$ cat src/rtl/wgt_pkg.sv
// Shared constants for the windowed guard timer.
package wgt_pkg;
    // Width of the down counter and of every compare value.
    localparam int TMR_W = 24;
    // Smallest time-out value, so the shortest period is 256 ticks.
    localparam logic [23:0] TC_MIN = 24'h0000ff;
    // Fixed divide ratio of the prescaler on the guard count clock.
    localparam int PRESCALE_DIV = 4;
    // Feed sequence bytes, first and second.
    localparam logic [7:0] FEED_FIRST = 8'haa;
    localparam logic [7:0] FEED_SECOND = 8'h55;
    // Values after reset.
    localparam logic [23:0] COUNT_RST = 24'hffffff;
    localparam logic FLAG_RST = 1'b0;
    // Feed sequence tracker states.
    typedef enum logic {WGT_FEED_IDLE, WGT_FEED_ARMED} wgt_feed_t;
endpackage

$ cat src/rtl/wgt_prescale.sv
// Guard count clock synchroniser and fixed prescaler.
`timescale 1ns/10ps
module wgt_prescale #(
    parameter int DIV = wgt_pkg::PRESCALE_DIV
) (
    input wire logic clk_sys_in,
    input wire logic rst_n_in,
    input wire logic guard_count_clock_in,
    output logic tick_out
);
    // A divider below two would tick on every edge and defeat the point.
    if (DIV < 2) begin : g_chk
        $error("wgt_prescale: DIV must be at least 2");
    end

    localparam int CW = $clog2(DIV);
    logic [2:0] sync;
    logic level;
    logic [CW-1:0] div_cnt;
    logic next_level;
    logic [CW-1:0] next_div_cnt;
    logic next_tick;

    // A level change counts only when stages two and three agree.
    always_comb begin
        next_level = level;
        next_div_cnt = div_cnt;
        next_tick = 1'b0;
        if (sync[1] == sync[2] && sync[2] != level) begin
            next_level = sync[2];
            if (sync[2]) begin
                if (div_cnt == CW'(DIV - 1)) begin
                    next_div_cnt = '0;
                    next_tick = 1'b1;
                end else begin
                    next_div_cnt = div_cnt + CW'(1);
                end
            end
        end
    end

    // The oscillator pin is asynchronous, so it runs through three stages.
    always_ff @(posedge clk_sys_in or negedge rst_n_in) begin
        if (!rst_n_in) begin
            sync <= 3'h0;
            level <= 1'b0;
            div_cnt <= '0;
            tick_out <= 1'b0;
        end else begin
            sync <= {sync[1:0], guard_count_clock_in};
            level <= next_level;
            div_cnt <= next_div_cnt;
            tick_out <= next_tick;
        end
    end
endmodule

$ cat src/rtl/wgt_top.sv
// Windowed guard timer: counter, feed check, window, warning and reset.
//
// Operation
// - Enabled timer asserts chip reset, or interrupt in interrupt mode, when not reloaded before time-out.
// - In window mode a reload is valid only between minimum and maximum.
// - Optional warning interrupt when the counter reaches a programmed value.
// - Software only enables; only reset or a timer event disables.
// - A broken feed sequence raises reset, or interrupt in interrupt mode.
// - A sticky flag tells software a timer reset happened.
// - The counter is 24 bits, programmable, clocked through a prescaler.
// - Period spans 256 to 2^24 counts of four guard clocks.
// - Counting clock comes from the dedicated guard oscillator, not bus.
`timescale 1ns/10ps
module wgt_top (
    input wire logic clk_sys_in,
    input wire logic arst_n_in,
    input wire logic guard_count_clock_in,
    input wire logic enable_set_in,
    input wire logic irq_mode_in,
    input wire logic window_mode_in,
    input wire logic warn_enable_in,
    input wire logic [23:0] timeout_value_in,
    input wire logic [23:0] window_value_in,
    input wire logic [23:0] warn_value_in,
    input wire logic feed_strobe_in,
    input wire logic [7:0] feed_data_in,
    input wire logic irq_clear_in,
    input wire logic warn_clear_in,
    input wire logic reset_flag_clear_in,
    output logic enabled_out,
    output logic [23:0] count_out,
    output logic chip_reset_out,
    output logic guard_irq_out,
    output logic warn_irq_out,
    output logic reset_flag_out
);
    logic rst_meta;
    logic rst_n;
    logic tick;
    wgt_pkg::wgt_feed_t feed_state;
    wgt_pkg::wgt_feed_t next_feed_state;
    logic next_enabled;
    logic [23:0] next_count;
    logic next_chip_reset;
    logic next_guard_irq;
    logic next_warn_irq;
    logic next_reset_flag;
    logic feed_done;
    logic feed_bad;
    logic too_early;
    logic fault;
    logic reload;
    logic expire;
    logic event_hit;

    // Values below the floor are raised so the period never drops under 256.
    function automatic logic [23:0] clamp_tc(input logic [23:0] v);
        clamp_tc = (v < wgt_pkg::TC_MIN) ? wgt_pkg::TC_MIN : v;
    endfunction

    // Reset is released through two stages to avoid a metastable release.
    always_ff @(posedge clk_sys_in or negedge arst_n_in) begin
        if (!arst_n_in) begin
            rst_meta <= 1'b0;
            rst_n <= 1'b0;
        end else begin
            rst_meta <= 1'b1;
            rst_n <= rst_meta;
        end
    end

    // Ticks come only from the guard oscillator pin, divided by four.
    wgt_prescale #(
        .DIV(wgt_pkg::PRESCALE_DIV)
    ) u_prescale (
        .clk_sys_in(clk_sys_in),
        .rst_n_in(rst_n),
        .guard_count_clock_in(guard_count_clock_in),
        .tick_out(tick)
    );

    // Feed checks; feeds are ignored while the timer is not running.
    always_comb begin
        feed_done = 1'b0;
        feed_bad = 1'b0;
        next_feed_state = feed_state;
        if (!enabled_out || !feed_strobe_in) begin
            next_feed_state = enabled_out ? feed_state
                                          : wgt_pkg::WGT_FEED_IDLE;
        end else begin
            case (feed_state)
                wgt_pkg::WGT_FEED_IDLE: begin
                    if (feed_data_in == wgt_pkg::FEED_FIRST) begin
                        next_feed_state = wgt_pkg::WGT_FEED_ARMED;
                    end else begin
                        feed_bad = 1'b1;
                    end
                end
                wgt_pkg::WGT_FEED_ARMED: begin
                    next_feed_state = wgt_pkg::WGT_FEED_IDLE;
                    if (feed_data_in == wgt_pkg::FEED_SECOND) begin
                        feed_done = 1'b1;
                    end else begin
                        feed_bad = 1'b1;
                    end
                end
                default: begin
                    next_feed_state = wgt_pkg::WGT_FEED_IDLE;
                end
            endcase
        end
    end

    // A feed while the count is still above the window value is too early.
    assign too_early = window_mode_in && (count_out > window_value_in);
    assign fault = feed_bad || (feed_done && too_early);
    assign reload = feed_done && !too_early;
    assign expire = enabled_out && tick && (count_out == 24'h000000) &&
                    !reload;
    assign event_hit = fault || expire;

    // Counter, enable and event outputs.
    always_comb begin
        next_enabled = enabled_out;
        next_count = count_out;
        if (!enabled_out) begin
            if (enable_set_in) begin
                next_enabled = 1'b1;
                next_count = clamp_tc(timeout_value_in);
            end
        end else if (event_hit) begin
            // Software has no path to clear this; only an event does.
            next_enabled = 1'b0;
        end else if (reload) begin
            next_count = clamp_tc(timeout_value_in);
        end else if (tick) begin
            next_count = count_out - 24'h000001;
        end
        next_chip_reset = event_hit && !irq_mode_in;
        // Sticky flags: a new event wins over a clear in the same cycle.
        next_guard_irq = (event_hit && irq_mode_in) ||
                         (guard_irq_out && !irq_clear_in);
        next_warn_irq = (enabled_out && warn_enable_in && tick &&
                         count_out == warn_value_in) ||
                        (warn_irq_out && !warn_clear_in);
        next_reset_flag = next_chip_reset ||
                          (reset_flag_out && !reset_flag_clear_in);
    end

    // All state and outputs except the reset synchroniser register here.
    always_ff @(posedge clk_sys_in or negedge rst_n) begin
        if (!rst_n) begin
            feed_state <= wgt_pkg::WGT_FEED_IDLE;
            enabled_out <= 1'b0;
            count_out <= wgt_pkg::COUNT_RST;
            chip_reset_out <= 1'b0;
            guard_irq_out <= wgt_pkg::FLAG_RST;
            warn_irq_out <= wgt_pkg::FLAG_RST;
            reset_flag_out <= wgt_pkg::FLAG_RST;
        end else begin
            feed_state <= next_feed_state;
            enabled_out <= next_enabled;
            count_out <= next_count;
            chip_reset_out <= next_chip_reset;
            guard_irq_out <= next_guard_irq;
            warn_irq_out <= next_warn_irq;
            reset_flag_out <= next_reset_flag;
        end
    end
endmodule

$ cat config.mk
export PLATFORM = sky130hd
export DESIGN_NAME = wgt_top
export DESIGN_NICKNAME = d
export VERILOG_FILES = /design/src/rtl/wgt_pkg.sv /design/src/rtl/wgt_prescale.sv /design/src/rtl/wgt_top.sv
export SDC_FILE = /design/constraint.sdc
export NUM_CORES = 1
export LEC_CHECK = 0
export ABC_CLOCK_PERIOD_IN_PS = 1100
export CORE_ASPECT_RATIO = 0.5
export CORE_MARGIN = 1.5
export CORE_UTILIZATION = 30
export CTS_CLUSTER_DIAMETER = 50
export DETAILED_ROUTE_END_ITERATION = 7
export DONT_BUFFER_PORTS = 1
export GPL_ROUTABILITY_DRIVEN = 0
export PLACE_DENSITY = 0.56
export SYNTH_ARGS = -nofsm -noshare
export SYNTH_HDL_FRONTEND = slang
export SYNTH_HIERARCHICAL = 1
export SYNTH_SLANG_ARGS = --single-unit
export TNS_END_PERCENT = 50
$ cat constraint.sdc
create_clock -name clk_sys_in -period 1.1 [get_ports clk_sys_in]
set_input_delay 0.055 -clock clk_sys_in [delete_from_list [all_inputs] [get_ports clk_sys_in]]
set_output_delay 0.055 -clock clk_sys_in [all_outputs]
set_load 0.02 [all_outputs]
== Yosys cells after proc, flatten, opt, wreduce, memory -nomap -nowiden ==
Index checks and enable logic that the tools add are counted.

* Register bits: 39
* Output and inout bits: 29
* Word-level logic and storage cells: 84
* Input port bits: 91

* Bitwise logic cells: 1
* Mux-type cells: 24
* Equality and inequality tests: 9
* $lt $le $gt $ge: 2
* Add/subtract/negate cells: 2
* Reduce and logical (&&, ||, !) cells: 33

{| class="wikitable"
|+ Operators by type and width
! kind !! number
|-
| $mux W24 || 6
|-
| $eq A24 B24 Y1 || 1
|-
| $gt A24 B24 Y1 || 1
|-
| $logic_not A24 Y1 || 1
|-
| $lt A24 B8 Y1 const B || 1
|-
| $sub A24 B1 Y24 const B || 1
|-
| $logic_and A1 B1 Y1 || 15
|-
| $mux W1 || 15
|-
| $eq A8 B7 Y1 const B || 1
|-
| $eq A8 B8 Y1 const B || 1
|-
| $logic_not A1 Y1 || 8
|-
| $logic_or A1 B1 Y1 || 6
|-
| $ne A2 B2 Y1 const B || 2
|-
| $pmux W1 S2 || 2
|-
| $ne A3 B1 Y1 const B || 1
|-
| $reduce_and A3 Y1 || 1
|-
| $add A2 B1 Y2 const B || 1
|-
| $eq A2 B2 Y1 const B || 1
|-
| $mux W2 || 1
|-
| $reduce_and A2 Y1 || 1
|-
| $reduce_bool A2 Y1 || 1
|-
| $eq A1 B1 Y1 || 1
|-
| $ne A1 B1 Y1 || 1
|-
| $not A1 Y1 || 1
|}

== Longest topological paths before layout ==
Gate-level depths: netlist of the first run.

* Depth in word-level cells: 10
* Mapped depth: 11
* Mapped depth without buffers: 9

== Hierarchy ==
The synthesis of the first run kept the hierarchy.

{| class="wikitable"
|+ Modules (own cells, without submodules)
! module !! times used !! cells an instance !! seq. area each (um^2) !! area each (um^2)
|-
| wgt_top || 1 || 333 || 830.8 || 2830.2
|-
| wgt_prescale || 1 || 15 || 175.2 || 259.0
|}

== Worst setup path before layout of the first run ==
OpenSTA, ideal clock, no wires.

* Kind: register to register
* Start: reg count_out[13]
* End: reg count_out[2]
* Setup time: 0.081 ns
* Slack: -1.616 ns
* Period minus slack after synthesis: 2.716 ns
* Path buffers: 1
* Arrival time: 2.635 ns
* Required time: 1.019 ns
* Cell stages (with the launch flop): 10
* Path through: dfstp_2 -> ha_1 -> nand4_1 -> or4_1 -> a21o_1 -> a311oi_2 -> o32ai_2 -> buf_2 -> a21o_1 -> o221a_1

* Cells in the longest elaborated chain, start to end: 9
* Elaborated cells between the ends (all ways): 17
* Classes of those cells: order compare (1); eq/ne (2); mux (3); reduce/logical (11)

{| class="wikitable"
|+ RTL lines
! item !! line !! RTL
|-
| start: declaration || wgt_top.sv:31 || <nowiki>output logic [23:0] count_out,</nowiki>
|-
| start signal: assignment || wgt_top.sv:155 || <nowiki>count_out <= wgt_pkg::COUNT_RST;</nowiki>
|-
| start signal: assignment || wgt_top.sv:163 || <nowiki>count_out <= next_count;</nowiki>
|-
| $gt A24 B24 Y1 || wgt_top.sv:115 || <nowiki>assign too_early = window_mode_in && (count_out > window_value_in);</nowiki>
|-
| $logic_and A1 B1 Y1 || wgt_top.sv:115 ||
|-
| $logic_not A1 Y1 || wgt_top.sv:117 || <nowiki>assign reload = feed_done && !too_early;</nowiki>
|-
| $logic_and A1 B1 Y1 || wgt_top.sv:117 ||
|-
| $logic_not A1 Y1 || wgt_top.sv:119 || <nowiki>!reload;</nowiki>
|-
| $logic_and A1 B1 Y1 || wgt_top.sv:118 || <nowiki>assign expire = enabled_out && tick && (count_out == 24'h000000) &&</nowiki>
|-
| $logic_or A1 B1 Y1 || wgt_top.sv:120 || <nowiki>assign event_hit = fault || expire;</nowiki>
|-
| $ne A2 B2 Y1 (no line) || - ||
|-
| $reduce_and A3 Y1 (no line) || - ||
|}

Parallel ways exist; a longest one is shown, timed or not. The select of a mux whose other input is x is not followed.
A chain may end at the register's enable or synchronous reset.

== Worst setup path after layout of the first run ==
* Start: reg count_out[13]
* End: reg count_out[3]

The elaborated chain is that of the path after synthesis.

==> out/qor.txt, run 1 <==
Final cell utilization of the core = 48.3%
Largest family of logic cells by synthesized area = simple AND/OR/NAND/NOR gates
Worst Path Buf+Inv = 2
Multiplexer share of the synthesized area = 1.98%
Hold endpoint = count_out[13]
Area grow syn2layout = 52.0%
WHS = 0.0186 ns
FF-to-FF path depth = 10
Hold Crit Class = primary input to register
Share of layout cells above drive strength 1 = 36.2%
Tot GR Track Use = 20.3%
Register area share after synthesis = 32.6%
Final worst path period need = 2.68 ns
Simple logic cell fraction of the synthesized area = 24.1%
Synth Flop Type = dfstp_2
CP max-delay cell = dfstp_2
Finish-stage setup viols = 33
Hold Path Depth = 2
Final Skew = 0.00781 ns
Status = complete, but fails checks
H-tree levels = 2
Reg-to-Reg End = count_out[3]
Final ANT Viol Nets = 0
Post-synth ARST share = 100%
Commonest cells after routing, fill and taps aside = buf_4, inv_1, nand2_1
Root buffer cell = clkbuf_16
TritonRoute pass-1 iters = 5
Kind of critical path = register to register
Remaining DRCs = 0
Commonest non-fill, non-tap cell in the layout = buf_4
First-pass GRT wire length = 16.6 mm
Slew Limit Fails = 0
Die height = 74.8 microns
Final WL = 11.4 mm
GR Overflow Total = 0
Cell family with most CP delay = simple AND/OR/NAND/NOR gates
Final-stage net count = 577
Vias in the first global route = 3026
CTS tree = built
DR WL/cell = 19.1 microns
Initial core utilization = 31.8%
Max incr delay on CP = 0.57 ns
Antenna diode count = 0
Ys Warns = 6
Post-synthesis adder-cell area fraction = 10.9%
Compound-gate portion of the synthesized area = 17.6%
Clock buffer depth = 2
Arr. time, crit path = 2.89 ns
Syn Area/Cell = 8.88 sq um
Clock sinks = 39
Setup ws final = -1.58 ns
Io pins = 120
Clk Latency, worst-skew pair = 0.28 ns
Worst-path fanout max = 10
Post-route cell area = 4700 sq um
Clk slew on worst S/H paths = 0.06 ns
Flop2flop setup slack = -1.58 ns
RSZ-0062 raised after global routing = yes
Mapped Cells = 348
Failing checks = negative setup slack
EDFF count, synth = 0
XOR/XNOR Fraction of Synth Area = 7.37%
WP data required = 1.31 ns
Hold Startpoint = timeout_value_in[13]
Leak = 2.00 nW
Crit-path cells = ha_4 -> nand4_1 -> or4_1 -> a21o_1 -> a311oi_2 -> buf_4 -> o32ai_4 -> buf_6 -> or3_1 -> o211a_1
Fmax = 373 MHz
Inserted Clock Buffers = 5
Post-Syn Nets = 465
Core region area = 9730 sq um
Max cap viols = 0
CP Launch Type = register
Placed cell area = 3840 sq um
Setup Slack @ Placement = -1.63 ns
R2r startpoint = count_out[13]
Slew @ Worst Pin = 0.705 ns
Fin. Hold Viols = 0
FF+latch count, synth = 39
Row count = 25
Rel. slew slack = 52.6%
Antenna violations before repair = 0
Tcrit/Tclk final = 244%
Power Dens Cells = 1600 nW/um^2
Routed vias/inst = 5.31
Mapped Area = 3090 sq um
Die ar. = 11000 sq um
Port Buffers = 0
Die Wd = 147 microns
Worst Setup End Kind = register
Largest net degree at the start of global routing = 38
1st-iter DRT viols = 260
Synth cell types = 64
HPWL after DPL = 8.89 mm
VDD IR max = 713 uV
Routed via count = 3166
==> where the power goes <==
| part | total [mW] | switching [mW] | internal (mW) |
|---|---|---|---|
| clock network | 1.55 | 0.570 | 0.981 |
| registers | 2.14 | 0.256 | 1.88 |
| logic | 3.81 | 2.00 | 1.82 |
| total | 7.50 | 2.82 | 4.68 |
==> sequential cells by signal, indices dropped and copies added (netlist names) <==
name	flops
u_prescale/level	1
feed_state	1
warn_irq_out	1
u_prescale/sync	3
reset_flag_out	1
guard_irq_out	1
enabled_out	1
rst_meta	1
rst_n	1
count_out	24
u_prescale/div_cnt	2
u_prescale/tick_out	1
chip_reset_out	1
==> metrics by stage <==
stage / cells / setup TNS, ns / power, mW
after global routing: 596 / -46.10 / 7.92
after floorplan: 348 / -40.44 / 4.01
final: 596 / -42.87 / 7.50
after CTS: 591 / -40.89 / 7.20
after detailed placement: 550 / -42.62 / 5.30
after global placement: 550 / -42.39 / 5.27
==> worst reg2reg max path: stages, from the launching register on <==
cell and delay, ns:
dfstp_2 0.57, ha_4 0.14, nand4_1 0.13, or4_1 0.50, a21o_1 0.19, a311oi_2 0.22
buf_4 0.19, o32ai_4 0.09, buf_6 0.16, or3_1 0.31, o211a_1 0.13
==> logic make-up after synthesis <==
family                     after synthesis
AOI/OAI and AO/OA                       72
adders and majority gates               27
DFF                                     39
xor gates and xnor gates                26
and+or+nand+nor                        134
buffers and inverters                   44
other                                    1
muxes                                    5
==> worst max-delay path by stage <==
stage | start | endpoint | cells past startpoint | slack [ns]
after CTS | count_out[13] | count_out[11] | 10 | -1.52
after detailed placement | count_out[15] | count_out[11] | 10 | -1.63
after global placement | count_out[15] | count_out[13] | 10 | -1.58
after global routing | count_out[13] | count_out[11] | 10 | -1.69
final | count_out[13] | count_out[3] | 10 | -1.58
after floorplan | count_out[14] | count_out[2] | 9 | -1.49
==> cell usage after synthesis, drive strengths merged (7+ instances only) <==
cell type,number,area (sq um)
nor4,13,87.6
nand2,36,135
a21oi,13,65.1
xnor2,14,123
clkbuf,8,30.0
or3,8,50.1
nor3,7,40.0
o211ai,8,60.1
nand4,13,81.3
dfstp,24,631
inv,33,124
nor2,24,97.6
xor2,12,105
o21ai,15,75.1
ha,26,325
dfrtp,15,375
==> timing repair <==
| action | 4_1_cts | 5_1_grt |
|---|---|---|
| hold buffers | 27 | 0 |
| setup endpoints to repair | 36 | 42 |
| buffers inserted | 5 | 4 |
| gates cloned | 1 | 1 |
| pin swaps | 13 | 10 |
| hold endpoints to repair | 27 | 0 |
| gates resized for setup | 41 | 34 |
==> area by class of cell <==
cell class,count,area (sq um)
Fill cell,911,5030
Multi-Input combinational cell,265,2140
Timing Repair Buffer,116,1100
Sequential cell,39,1010
Tap cell,135,169
Clock buffer,8,158
Inverter,33,124
==> metal layers <==
layer	up-vias	track usage, %	share of wire, %
met5	-	0	0
met1	1539	28.6	47
met2	118	32.9	45
met3	12	4.06	6.8
li1	1497	-	-
met4	0	3.82	0.96
(Power assumes the default switching activity.)
==> inputs of run 2 (changes only) <==
Settings changed: ABC_CLOCK_PERIOD_IN_PS 1100 to 2200.
Clock period 1.1 ns to 2.2 ns, I/O delays scaled along.
==> run 2 against run 1 <==
  * The flow still finishes with violations (negative setup slack)
  * Highest routed layer unchanged
  * Sequential cell count is the same
  * Utilization shrank 3.5 points
  * Critical path depth shrank 1
  * Worst hold slack got worse by 0.0037 ns
  * Routed wire length decreased by 5.3%
  * Register-to-register slack better by 1.2 ns
  * Via count shrank 5.3%
  * Sequential share of layout area up 1.7 points
  * Count of clock-buffer cells in the layout fell by 2
==> out/qor.txt, run 2 (synthesized netlist as in run 1, its figures left out) <==
Fill count = 944
Initial core utilization = 31.8%
Inserted Clock Buffers = 5
Row count = 25
RSZ-0062 raised after global routing = yes
Clk slew on worst S/H paths = 0.06 ns
Fmax = 383 MHz
Area grow syn2layout = 41.0%
TritonRoute pass-1 iters = 4
Finish-stage setup viols = 28
Root buffer cell = clkbuf_16
Max reg flops = 24
Io pins = 120
CTS tree = built
Largest net degree at the start of global routing = 38
WP data required = 2.40 ns
1st-iter DRT viols = 147
Vias in the first global route = 2907
Largest Register = count_out
Routed vias/inst = 5.22
CP Launch Type = register
Final WL = 10.8 mm
Slew Limit Fails = 0
Setup ws final = -0.410 ns
FF-to-FF path depth = 9
Clock sinks = 39
Max cap viols = 0
Core region area = 9730 sq um
Final ANT Viol Nets = 0
Die height = 74.8 microns
Reg-to-Reg End = count_out[8]
Final Skew = 0.00723 ns
Tot GR Track Use = 19.6%
Placed cell area = 3770 sq um
Commonest non-fill, non-tap cell in the layout = buf_4
Hold Path Depth = 2
Remaining DRCs = 0
Power Dens Cells = 802 nW/um^2
Status = complete, but fails checks
Largest regs = count_out x24, u_prescale/sync x3, u_prescale/div_cnt x2
Worst-path fanout max = 10
Worst Setup SP = count_out[13]
Hold Crit Class = primary input to register
Leak = 1.83 nW
Clk Latency, worst-skew pair = 0.28 ns
Final-stage net count = 555
DR WL/cell = 18.8 microns
HPWL after DPL = 8.86 mm
VDD IR max = 327 uV
Fin. Hold Viols = 0
Area taken by multi-input logic gates = 2140 sq um
Arr. time, crit path = 2.81 ns
First-pass GRT wire length = 16.0 mm
Failing checks = negative setup slack
Slew @ Worst Pin = 0.622 ns
Setup_tns = -8.59 ns
Final worst path period need = 2.61 ns
Post-route cell area = 4360 sq um
Die Wd = 147 microns
Commonest cells after routing, fill and taps aside = buf_4, nand2_1, inv_1
Clock buffer depth = 2
Routed via count = 2997
Die ar. = 11000 sq um
Flop2flop setup slack = -0.41 ns
Share of layout cells above drive strength 1 = 34.6%
Port Buffers = 0
R2r startpoint = count_out[13]
Tcrit/Tclk final = 119%
Antenna diode count = 0
Antenna violations before repair = 0
Hold Startpoint = timeout_value_in[22]
Rel. slew slack = 58.2%
Kind of critical path = register to register
Hold endpoint = count_out[22]
Worst Setup End Kind = register
GR Overflow Total = 0
Setup Slack @ Placement = -0.485 ns
Register area = 1010 sq um
H-tree levels = 2
==> run 2: where the power goes <==
group	internal, mW	switching (mW)	leakage [nW]
Combinational	0.774	0.952	1.32
Clock	0.419	0.274	0.0712
Sequential	0.940	0.135	0.439
Total	2.13	1.36	1.83
==> run 2: metal layers <==
layer	GRT usage (%)	part of all wire (%)	wire [microns]
met1	27.9	48	5190
met2	30.0	43	4680
met3	5.21	7.6	820
met4	4.04	0.94	102
met5	0	0	0
==> run 2: worst max-delay path by stage <==
stage	to	slack [ns]	cells past startpoint
after global routing	count_out[8]	-0.52	9
after floorplan	count_out[2]	-0.39	9
final	count_out[8]	-0.41	9
after global placement	count_out[13]	-0.47	11
after CTS	count_out[8]	-0.38	12
after detailed placement	count_out[13]	-0.48	11
==> run 2: what timing repair did <==
item,4_1_cts,5_1_grt
endpoints found under the hold margin,19,0
pin swaps,12,6
endpoints found under the setup margin,28,28
buffers inserted,5,2
hold buffers,18,0
resized for setup,31,13
==> run 2: critical path, cell delays in order, from the launching register on <==
cell and delay (ns):
dfstp_2 0.57, ha_4 0.13, nand4_1 0.12, or4_1 0.49, a21o_1 0.19, a311oi_4 0.26
o32ai_2 0.14, buf_4 0.19, and2_1 0.17, a311o_1 0.27
==> run 2: through the flow <==
stage          cells  util (%)  hold slack [ns]  total power [mW]
5_1_grt          574      44.8          0.00103              3.72
3_5_place_dp     542      38.8           -0.186              2.63
6_report         574      44.8           0.0149              3.49
4_1_cts          572      43.8          0.00936              3.45
2_1_floorplan    348         -           -0.186              2.00
3_3_place_gp     542      38.8           -0.186              2.62
==> run 2: cell type report <==
class                   count  share of cell area [%]
multi-input cells         265                    49.1
clock inverters             2                   0.258
clock buffers               6                    2.96
well taps                 135                    3.88
repair buffers             94                    17.8
inverters                  33                    2.84
flip-flops and latches     39                    23.1
==> inputs of run 3 (changes only) <==
Settings changed: HOLD_SLACK_MARGIN set to 0.1.
==> run 3 against run 2 <==
  * The run still ends with negative setup slack left
  * Register-to-register slack is essentially flat
  * Clock skew shrank 0.0018 ns
  * Worst hold slack gained 0.16 ns
  * Fmax grew 0.52%
  * Count of clock-buffer cells in the layout is the same
  * Largest cell class unchanged
  * Critical path type unchanged
  * Critical path depth is the same
  * Sequential cell count is the same
  * First-iteration DRC count grew 5.4%
  * Clock power shrank 0.6%
  * Sequential share of layout area shrank 0.79 points
  * Combinational power is essentially flat
==> out/qor.txt, run 3 (synthesized netlist as in run 1, its figures left out) <==
WP data required = 2.40 ns
Final worst path period need = 2.60 ns
Final Skew = 0.00546 ns
Die height = 74.8 microns
Remaining DRCs = 0
Antenna diode count = 0
Commonest non-fill, non-tap cell in the layout = buf_4
CP Launch Type = register
Routed via count = 3095
Rel. slew slack = 58.0%
Clock power frac = 19.5%
Tot GR Track Use = 20.1%
Die ar. = 11000 sq um
Commonest cells after routing, fill and taps aside = buf_4, inv_1, nand2_1, dlygate4sd3_1, dfstp_2
Largest net degree at the start of global routing = 38
CTS tree = built
Comb pwr share = 49.9%
Largest regs = count_out x24, u_prescale/sync x3, u_prescale/div_cnt x2
Share of layout cells above drive strength 1 = 34.0%
Fmax = 385 MHz
Slew Limit Fails = 0
GR Overflow Total = 0
Antenna violations before repair = 0
Cell family with most CP delay = compound AO/OA/AOI/OAI gates
Kind of critical path = register to register
Sequential power share = 30.5%
VDD IR max = 329 uV
Final-stage net count = 569
Tot Pwr = 3.53 mW
GRT met2 Usage = 31.3%
Fill count = 926
Area grow syn2layout = 46.0%
Max reg flops = 24
Worst Setup End Kind = register
Crit-path cells = ha_4 -> nand4_1 -> or4_1 -> a21o_1 -> a311oi_4 -> o32ai_2 -> buf_4 -> and2_1 -> a311o_1
Finish-stage setup viols = 28
Status = complete, but fails checks
RSZ-0062 raised after global routing = yes
Largest Register = count_out
Row count = 25
Slew @ Worst Pin = 0.624 ns
Vias in the first global route = 3015
Sw frac = 38.9%
Inserted Clock Buffers = 5
DR WL/cell = 18.8 microns
H-tree levels = 2
Max cap viols = 0
Clk slew on worst S/H paths = 0.06 ns
Cell Count, Final, Fillers Out = 588
Worst Path Buf+Inv = 1
Leak = 1.89 nW
Failing checks = negative setup slack
Clock sinks = 39
CP max-delay cell = dfstp_2
P_int = 2.15 mW
Worst-path fanout max = 10
Fin. Hold Viols = 0
M3 GR Usage = 4.85%
Core region area = 9730 sq um
Io pins = 120
Final ANT Viol Nets = 0
Setup ws final = -0.397 ns
Clock buffer depth = 2
GRT Max-Usage Layer = met2
HPWL after DPL = 8.86 mm
M1 GR Usage = 28.2%
Port Buffers = 0
Final cell utilization of the core = 46.4%
Power Dens Cells = 782 nW/um^2
First-pass GRT wire length = 16.5 mm
Max incr delay on CP = 0.57 ns
Hold Crit Class = primary input to register
Initial core utilization = 31.8%
1st-iter DRT viols = 155
Final WL = 11.0 mm
DP Cell Count = 542
Routed vias/inst = 5.26
Clk Latency, worst-skew pair = 0.28 ns
Arr. time, crit path = 2.80 ns
Root buffer cell = clkbuf_16
Tcrit/Tclk final = 118%
Die Wd = 147 microns
TritonRoute pass-1 iters = 5
Switch Pwr = 1.37 mW
run 3: power groups by stage:
stage	Clock [mW]	Sequential (mW)	Combinational [mW]
after floorplan	0	1.28	0.723
after global placement	0	1.07	1.55
after CTS	0.715	1.07	1.69
after detailed placement	0	1.07	1.55
after global routing	0.745	1.09	1.92
final	0.689	1.08	1.76
run 3: routing by layer:
layer  routed length (microns)  up-vias
met5                         0        -
met1                      5140     1470
met2                      4850      132
li1                          -     1479
met3                       870       14
met4                       194        0
run 3: final cells by class:
class | instances | area, sq um | area share [%]
Clock inverter | 2 | 11.3 | 0.250
Multi-Input combinational cell | 265 | 2150 | 47.8
Timing Repair Buffer | 108 | 917 | 20.3
Inverter | 33 | 124 | 2.75
Sequential cell | 39 | 1010 | 22.3
Tap cell | 135 | 169 | 3.74
Clock buffer | 6 | 129 | 2.86
run 3: final timing paths:
check / startpoint / slack, ns / cells after the start / to
min in group asynchronous: rst_n / 0.28 / 1 / u_prescale/sync[2]
worst max register to register: count_out[13] / -0.40 / 9 / count_out[8]
max in group asynchronous: arst_n_in / 1.48 / 2 / rst_n
worst min register to register: rst_n / 0.28 / 1 / u_prescale/sync[2]
worst max-delay path: count_out[13] / -0.40 / 9 / count_out[8]
worst min-delay path: warn_value_in[21] / 0.17 / 5 / warn_irq_out
run 3: tightest hold or removal path, delay by kind of cell:
kind             cells  cell delay (ns)
AO/OA/AOI/OAI        1             0.07
XOR/XNOR             1             0.04
AND/OR/NAND/NOR      3             0.18
run 3: repair_timing:
action | CTS | global route
gates resized for setup | 31 | 16
hold buffers | 32 | 0
setup endpoints to repair | 28 | 28
endpoints found under the hold margin | 31 | 0
gates cloned | 0 | 0
pin swaps | 12 | 10
setup buffers | 5 | 2
run 3: per-stage QoR:
step                      instance area (sq um)  hold WS [ns]  setup WS [ns]  setup TNS [ns]
after floorplan                            3120        -0.186         -0.388           -8.87
after global placement                     3770        -0.186         -0.470           -9.70
after detailed placement                   3770        -0.186         -0.485          -10.31
after CTS                                  4400         0.158         -0.382           -8.15
after global routing                       4510         0.165         -0.515          -11.46
final                                      4510         0.174         -0.397           -8.39
